$ cat src/rtl/t4x_map.svh
// Opcodes, field positions and reset values for the timer 4 transfer executor
`ifndef T4X_MAP_SVH
`define T4X_MAP_SVH

`define T4X_INSTR_W        10
`define T4X_OP_LOAD_TLR    10'h233
`define T4X_OP_LOAD_HR     10'h237
`define T4X_OP_COPY_LR_T   10'h297
`define T4X_OP_COPY_B_A    10'h01e

`define T4X_HI_NIB_MSB     7
`define T4X_HI_NIB_LSB     4
`define T4X_LO_NIB_MSB     3
`define T4X_LO_NIB_LSB     0

`define T4X_TIMER_RST      8'h00
`define T4X_RELOAD_RST     8'h00
`define T4X_NIB_RST        4'h0

`define T4X_INSTR_WORDS    1
`define T4X_INSTR_CYCLES   1

`endif

$ cat src/rtl/t4x_pkg.sv
// Types shared by the timer 4 transfer executor
package t4x_pkg;

	typedef enum logic [2:0] {
		T4X_NONE,
		T4X_LOAD_TIMER_AND_LOW_RELOAD,
		T4X_LOAD_HIGH_RELOAD,
		T4X_COPY_LOW_RELOAD_TO_TIMER,
		T4X_COPY_AUX_TO_ACC
	} t4x_op_t;

endpackage

$ cat src/rtl/t4x_decode.sv
// Opcode decoder for the timer 4 transfer instructions
`timescale 1ns/10ps
`include "t4x_map.svh"

module t4x_decode
	import t4x_pkg::*;
(
	// Fetched instruction
	input  wire logic                     instr_valid,
	input  wire logic [`T4X_INSTR_W-1:0]  instr,
	// Decoded operation
	output t4x_op_t                       op
);

	always_comb begin
		op = T4X_NONE;
		if (instr_valid) begin
			case (instr)
				`T4X_OP_LOAD_TLR:  op = T4X_LOAD_TIMER_AND_LOW_RELOAD;
				`T4X_OP_LOAD_HR:   op = T4X_LOAD_HIGH_RELOAD;
				`T4X_OP_COPY_LR_T: op = T4X_COPY_LOW_RELOAD_TO_TIMER;
				`T4X_OP_COPY_B_A:  op = T4X_COPY_AUX_TO_ACC;
				default:           op = T4X_NONE;
			endcase
		end
	end

endmodule

$ cat src/rtl/t4x_exec.sv
// Timer 4 and reload register transfer instruction executor
// Notes on behaviour
// [RL1] Combined load puts auxiliary register into high nibble of timer and low reload.
// [RL2] Combined load puts accumulator into low nibble of timer and low reload.
// [RL3] High reload load takes auxiliary high nibble and accumulator low nibble.
// [RL4] Reload-to-timer copies all eight low reload bits into timer, reload unchanged.
// [RL5] Register transfer copies auxiliary register into accumulator, auxiliary unchanged.
// [RL6] Each is one word, one cycle, carry untouched, never skips next.
`timescale 1ns/10ps
`include "t4x_map.svh"

module t4x_exec
	import t4x_pkg::*;
#(
	parameter int TIMER_W = 8,
	parameter int NIB_W   = 4
)(
	// Clock and reset
	input  wire logic                     clk,
	input  wire logic                     rstn,
	// Instruction from the sequencer
	input  wire logic                     instr_valid,
	input  wire logic [`T4X_INSTR_W-1:0]  instr,
	// CPU registers
	input  wire logic [NIB_W-1:0]         acc,
	input  wire logic [NIB_W-1:0]         aux_b,
	input  wire logic                     carry_flag,
	// Accumulator write back
	output logic                          acc_we_q,
	output logic [NIB_W-1:0]              acc_wdata_q,
	// Timer 4 state
	output logic [TIMER_W-1:0]            timer4_q,
	output logic [TIMER_W-1:0]            timer4_low_reload_q,
	output logic [TIMER_W-1:0]            timer4_high_reload_q,
	output logic                          timer4_loaded_q,
	// Sequencer status
	output logic                          done_q,
	output logic                          skip_next_q,
	output logic                          carry_we_q
);

	// The nibble placement only works for two four-bit halves
	if (TIMER_W != 2 * NIB_W || NIB_W != 4) begin : g_width_check
		$error("t4x_exec: TIMER_W must be twice NIB_W and NIB_W must be 4");
	end

	t4x_op_t op;

	logic [TIMER_W-1:0] timer4_d;
	logic [TIMER_W-1:0] timer4_low_reload_d;
	logic [TIMER_W-1:0] timer4_high_reload_d;
	logic               timer4_loaded_d;
	logic               acc_we_d;
	logic [NIB_W-1:0]   acc_wdata_d;
	logic               done_d;

	t4x_decode u_decode (
		.instr_valid (instr_valid),
		.instr       (instr),
		.op          (op)
	);

	// Unrecognised words leave every register as it stands, except the done, load and write strobes, which drop
	always_comb begin
		timer4_d             = timer4_q;
		timer4_low_reload_d  = timer4_low_reload_q;
		timer4_high_reload_d = timer4_high_reload_q;
		timer4_loaded_d      = 1'b0;
		acc_we_d             = 1'b0;
		acc_wdata_d          = acc_wdata_q;
		done_d               = (op != T4X_NONE);
		case (op)
			T4X_LOAD_TIMER_AND_LOW_RELOAD: begin
				timer4_d[`T4X_HI_NIB_MSB:`T4X_HI_NIB_LSB]            = aux_b; // RL1
				timer4_low_reload_d[`T4X_HI_NIB_MSB:`T4X_HI_NIB_LSB] = aux_b; // RL1
				timer4_d[`T4X_LO_NIB_MSB:`T4X_LO_NIB_LSB]            = acc; // RL2
				timer4_low_reload_d[`T4X_LO_NIB_MSB:`T4X_LO_NIB_LSB] = acc; // RL2
				timer4_loaded_d = 1'b1;
			end
			T4X_LOAD_HIGH_RELOAD: begin
				timer4_high_reload_d = {aux_b, acc}; // RL3
			end
			T4X_COPY_LOW_RELOAD_TO_TIMER: begin
				timer4_d        = timer4_low_reload_q; // RL4
				timer4_loaded_d = 1'b1;
			end
			T4X_COPY_AUX_TO_ACC: begin
				acc_we_d    = 1'b1; // RL5
				acc_wdata_d = aux_b; // RL5
			end
			default: begin
				done_d = 1'b0;
			end
		endcase
	end

	// Single cycle completion: results land on the edge closing the cycle
	always_ff @(posedge clk or negedge rstn) begin
		if (!rstn) begin
			timer4_q             <= `T4X_TIMER_RST;
			timer4_low_reload_q  <= `T4X_RELOAD_RST;
			timer4_high_reload_q <= `T4X_RELOAD_RST;
			timer4_loaded_q      <= 1'b0;
			acc_we_q             <= 1'b0;
			acc_wdata_q          <= `T4X_NIB_RST;
			done_q               <= 1'b0;
			skip_next_q          <= 1'b0;
			carry_we_q           <= 1'b0;
		end else begin
			timer4_q             <= timer4_d;
			timer4_low_reload_q  <= timer4_low_reload_d;
			timer4_high_reload_q <= timer4_high_reload_d;
			timer4_loaded_q      <= timer4_loaded_d;
			acc_we_q             <= acc_we_d;
			acc_wdata_q          <= acc_wdata_d;
			done_q               <= done_d; // RL6
			skip_next_q          <= 1'b0; // RL6
			carry_we_q           <= 1'b0; // RL6
		end
	end

	logic op_tlr;
	logic op_hr;
	logic op_cpy;
	logic op_ab;
	logic op_known;
	assign op_tlr = instr_valid && instr == `T4X_OP_LOAD_TLR;
	assign op_hr  = instr_valid && instr == `T4X_OP_LOAD_HR;
	assign op_cpy = instr_valid && instr == `T4X_OP_COPY_LR_T;
	assign op_ab  = instr_valid && instr == `T4X_OP_COPY_B_A;
	assign op_known = op_tlr || op_hr || op_cpy || op_ab;
endmodule

$ cat config.mk
export PLATFORM = sky130hd
export DESIGN_NAME = t4x_exec
export DESIGN_NICKNAME = d
export VERILOG_FILES = /design/src/rtl/t4x_pkg.sv /design/src/rtl/t4x_decode.sv /design/src/rtl/t4x_exec.sv
export VERILOG_INCLUDE_DIRS = /design/src /design/src/rtl
export SDC_FILE = /design/constraint.sdc
export NUM_CORES = 1
export LEC_CHECK = 0
export ABC_CLOCK_PERIOD_IN_PS = 2200
export BUFFER_PORTS_ARGS = -buffer_cell sky130_fd_sc_hd__buf_2
export CORE_MARGIN = 1
export CORE_UTILIZATION = 50
export CTS_CLUSTER_SIZE = 10
export DETAILED_ROUTE_END_ITERATION = 8
export HOLD_SLACK_MARGIN = 0.12
export PLACE_DENSITY = 0.91
export SYNTH_ARGS = -nofsm -noshare
export SYNTH_HDL_FRONTEND = slang
export SYNTH_SLANG_ARGS = --single-unit
$ cat constraint.sdc
create_clock -name clk -period 2.2 [get_ports clk]
set_input_delay 0.22 -clock clk [delete_from_list [all_inputs] [get_ports clk]]
set_output_delay 0.22 -clock clk [all_outputs]
set_load 0.1 [all_outputs]
==> Yosys cells after proc, flatten, opt, wreduce, memory -nomap -nowiden <==
Index checks and enable logic that the tools add are counted.
{ "classes": {"multipliers": 0, "mux": 6, "n_reduce_logical": 4, "n_shift": 0, "add_sub_neg": 0, "order_cmp": 0, "n_eq_ne": 8, "div": 0, "bitwise": 0} }
{ "ops": {"columns": ["op", "n"], "rows": [
  ["$eq A10 B10 Y1 const B", 3],
  ["$pmux W8 S2", 1],
  ["$pmux W3 S4", 1],
  ["$eq A10 B5 Y1 const B", 1],
  ["$eq A3 B2 Y1 const B", 2],
  ["$reduce_or A4 Y1", 1],
  ["$eq A3 B1 Y1 const B", 1],
  ["$eq A3 B3 Y1 const B", 1],
  ["$mux W1", 3],
  ["$mux W3", 1],
  ["$reduce_bool A3 Y1", 1],
  ["$reduce_bool A2 Y1", 1],
  ["$reduce_or A2 Y1", 1]
]} }
{ "word_totals": {"mem_count": 0, "input_bits": 22, "latch_bits": 0, "rom_bits": 0, "ramBits": 0, "wordCells": 25, "ff_bits": 31} }

==> Longest topological paths before layout <==
{ "logic_depth": {"depth_word": 6, "depth_mapped": 5} }

==> Modules after synthesis <==
A second synthesis with hierarchy kept.
{ "unflattened": {"cells_unflattened": 90, "hier_area_um2": 1388.8} }
{ "by_module_without_submodules": {"columns": ["mod", "seq_area_each_um2", "cells_per_inst", "instances", "area_per_inst_um2"], "rows": [
  ["t4x_exec", 775.7, 78, 1, 1287.5],
  ["t4x_decode", 0.0, 12, 1, 101.3]
]} }

==> Worst setup path before layout <==
OpenSTA, ideal clock, no wires.
{ "synth_timing": {"path_kind": "input to register", "startpoint": "input port instr[8]", "endpoint": "register timer4_low_reload_q[0]", "path_stages": 5, "slack_ps": 634, "n_path_buf": 1, "t_arrival_ps": 1441, "cell_sequence": "nand4bb_1 nor3_1 and4b_1 buf_2 mux2_2"} }
{ "synth_via": {"elab_chain_len": 4, "word_cells_on_any_way": 7} }
{ "synth_lines": {"columns": ["element", "line_no", "rtl"], "rows": [
  ["start: declaration", "t4x_exec.sv:23", "input wire logic [`T4X_INSTR_W-1:0] instr,"],
  ["$eq A10 B5 Y1 (no source line) / $eq A10 B10 Y1 (equally long branches)", null, null],
  ["$pmux W3 S4 *", "t4x_decode.sv:18", "case (instr)"],
  ["$mux W3 *", "t4x_decode.sv:17", "if (instr_valid) begin"],
  ["$eq A3 B1 Y1 *", "t4x_exec.sv:72", "case (op)"],
  ["end signal: assignment", "t4x_exec.sv:101", "timer4_low_reload_q <= `T4X_RELOAD_RST;"],
  ["end signal: assignment", "t4x_exec.sv:111", "timer4_low_reload_q <= timer4_low_reload_d;"],
  ["end: declaration", "t4x_exec.sv:33", "output logic [TIMER_W-1:0] timer4_low_reload_q,"]
]} }
Mark *: on every way between the ends. The rest lies on a longest branch, timed or not.
A chain may end at the register's enable or synchronous reset.

==> Final worst setup path <==
{ "layout_timing": {"startpoint": "input port instr_valid", "endpoint": "register timer4_low_reload_q[5]"} }
{ "layout_via": {"elab_chain_len": 2} }
{ "layout_lines": {"columns": ["element", "line_no", "rtl"], "rows": [
  ["start: declaration", "t4x_exec.sv:22", "input wire logic instr_valid,"],
  ["$mux W3", "t4x_decode.sv:17", null],
  ["$eq A3 B1 Y1", "t4x_exec.sv:72", null]
]} }
Every way passes these cells.

==> impl_metrics.toml <==
[outcome]
status = "finished, final reports clean"

[cells_and_area]
layout_common_cells = "51 x buf_2, 31 x dfrtp_1, 20 x mux2_2"
fillers = 184
drive_gt1_share_pct = 52.5
utilization_pct = 67.8
seqCellArea_um2 = 776
multi_input_area_um2 = 526
final_area_um2 = 1690
syn_to_final_growth_pct = 26.9
mostFrequentLayoutCell = "buf_2"
final_net_count = 179
n_antenna_cell = 0

[global_routing]
grt_antenna_before_repair = 0
grt_pass1_vias = 975
gr-total-overflow = 0
grt_max_degree = 32
track_usage_pct = 21.3
grt_pass1_wl_um = 4060

[job]
maxCapViolCount = 0

[synth]
syn_area_um2 = 1340
syn_inst = 98
synth_area_leader_cell = "dfrtp_1"
synth_cell_types = 23
ys_seq_area_share_pct = 58.1
synth_warnings = 0
postSynthAreaPerCell_um2 = 13.6
ys_ff_latch = 31
yosysTopAreaCellShare_pct = 58.1
synth.area.top_cells = "dfrtp_1 58%, mux2_2 17%, mux2i_1 6.0%"

[sta]
fmax_mhz = 536
rsz0062_at_grt = "no"
period_share_pct = 84.8
fin_setup_tns_ns = 0
fin_crit_ns = 1.86
final-hold-violation-count = 0
finalSetupViolCount = 0
worstMarginPinSlew_ns = 0.678
slew_headroom_pct = 54.8
drv_slew = 0
fin_ws_ns = 0.335
fin_skew_ns = 0.00185

[detailed_routing]
drc_errors = 0
drt-total-wl_um = 2670
dr_total_vias = 979
ant_nets = 0
detail_route.wl_per_cell_um = 14.2
routed_via_density = 5.21
dr.pass1.iters = 4
drt_iter0_drc = 13

[pwr]
peakVddDrop_mv = 0.506
cellLeakagePower_nw = 0.949
p_total_mw = 1.09
p_per_area_nw_per_um2 = 643

[setup_path]
rrSetupSlack_ns = 1.42
max_stage_delay_ns = 0.52
rr_endpoint = "timer4_low_reload_q[6]"
cp_data_required_time_ns = 2.42
crit_start = "instr_valid"
crit_chain = "dlygate4sd3_1 -> buf_2 -> inv_1 -> nor3_1 -> and4b_1 -> mux2_2"
timing.rr.start = "timer4_low_reload_q[6]"
cp_slowest_cell = "dlygate4sd3_1"
worst_setup_path_end_kind = "flop"
critical_path_class = "primary input to flop"
path_max_fanout = 8
reg2reg_depth = 1
start_kind = "primary input"
arrival_ns = 2.08
crit_path_end = "timer4_low_reload_q[5]"

[floorplan]
fp.dieH_um = 53.7
io_pins = 55
core_um2 = 2500
rows = 18
dieArea_um2 = 2880
start_util_pct = 53.4
die_w_um = 53.7

[placed_design]
numPortBuffers = 51
postPlaceCellArea_um2 = 1620
place_ws_ns = 0.232
hpwl_um = 1940
gp_congestion = 0.870

[cts]
htree_num_levels = 2
tritoncts = "yes"
path_clk_slew_ns = 0.09
cts_max_path_buffers = 2
cts_hold_buf = 2
postCtsSetupRepairBufs = 0
cts_root_buffer = "clkbuf_4"
clock_latency_ns = 0.32
cts.sinks = 31
cts_resized = 0
cts-buffers-inserted = 5

[worst_hold_path]
hold_class = "primary input to flop"
[synth_stat cells]
cell type and instances:
nand3_1 1, nand2_1 1, inv_1 2, nor2_1 8, buf_4 2, nand3b_1 2
nor4b_1 2, and4b_1 1, a21oi_2 1, buf_6 1, mux2_2 20, nand4bb_1 1
nor3_1 1, conb_1 1, a2111oi_4 1, a21oi_1 8, and3b_1 1, nand4_1 1
buf_2 2, dfrtp_1 31, mux2i_1 8, or3b_1 1, xnor2_1 1
[cells by family after synthesis]
kind of cell | count (synthesis) | share of synthesized area, %
other | 1 | 0.281
buffers and inverters | 7 | 3.28
DFF | 31 | 58.1
muxes | 28 | 22.9
AOI/OAI and AO/OA | 10 | 5.72
and+or+nand+nor | 20 | 9.09
xor gates and xnor gates | 1 | 0.656
[worst min path at each step]
stage | startpoint | end | slack, ns | cells after the start
5_1_grt | acc[2] | timer4_high_reload_q[2] | 0.13 | 2
2_1_floorplan | rstn | acc_wdata_q[0] | -0.08 | 0
3_3_place_gp | rstn | timer4_high_reload_q[2] | 0.28 | 1
4_1_cts | acc[2] | timer4_high_reload_q[2] | 0.14 | 2
3_5_place_dp | rstn | timer4_low_reload_q[2] | 0.29 | 1
6_report | acc[2] | timer4_high_reload_q[2] | 0.14 | 2
[metrics by stage]
| stage | hold slack (ns) | instances |
|---|---|---|
| 2_1_floorplan | -0.0756 | 99 |
| 3_3_place_gp | 0.278 | 178 |
| 3_5_place_dp | 0.293 | 178 |
| 4_1_cts | 0.138 | 188 |
| 5_1_grt | 0.131 | 188 |
| 6_report | 0.142 | 188 |
[layout make-up]
class,instances,area share [%]
clock buffer,7,2.66
clock inverter,1,0.295
inverter,2,0.443
multi-input combinational,61,31.0
sequential,31,45.8
tap,30,2.22
timing repair buffer,56,17.6
[sequential cells by signal, indices dropped and copies added, names as in the netlist]
signal / count
timer4_high_reload_q: 8
timer4_low_reload_q: 8
timer4_q: 8
acc_wdata_q: 4
acc_we_q: 1
done_q: 1
timer4_loaded_q: 1
[worst max-delay path: cells and delay by family]
family        cells  cell delay (ns)
buf+inv           3             0.70
mux               1             0.38
simple gates      2             0.79
[per-layer routing]
metal  vias to the layer above  GRT usage (%)  part of all wire [%]
met5                         -              0                     0
met3                         7           9.32                   7.4
li1                        459              -                     -
met4                         0           8.77                   1.5
met2                        35           36.2                    51
met1                       478           22.8                    40
[where the power goes]
group	switching [mW]	internal [mW]	total [mW]	leakage, nW
Combinational	0.152	0.0395	0.192	0.489
Clock	0.185	0.124	0.309	0.0293
Sequential	0.00640	0.582	0.588	0.431
Total	0.343	0.746	1.09	0.949
(Power assumes the default switching activity.)
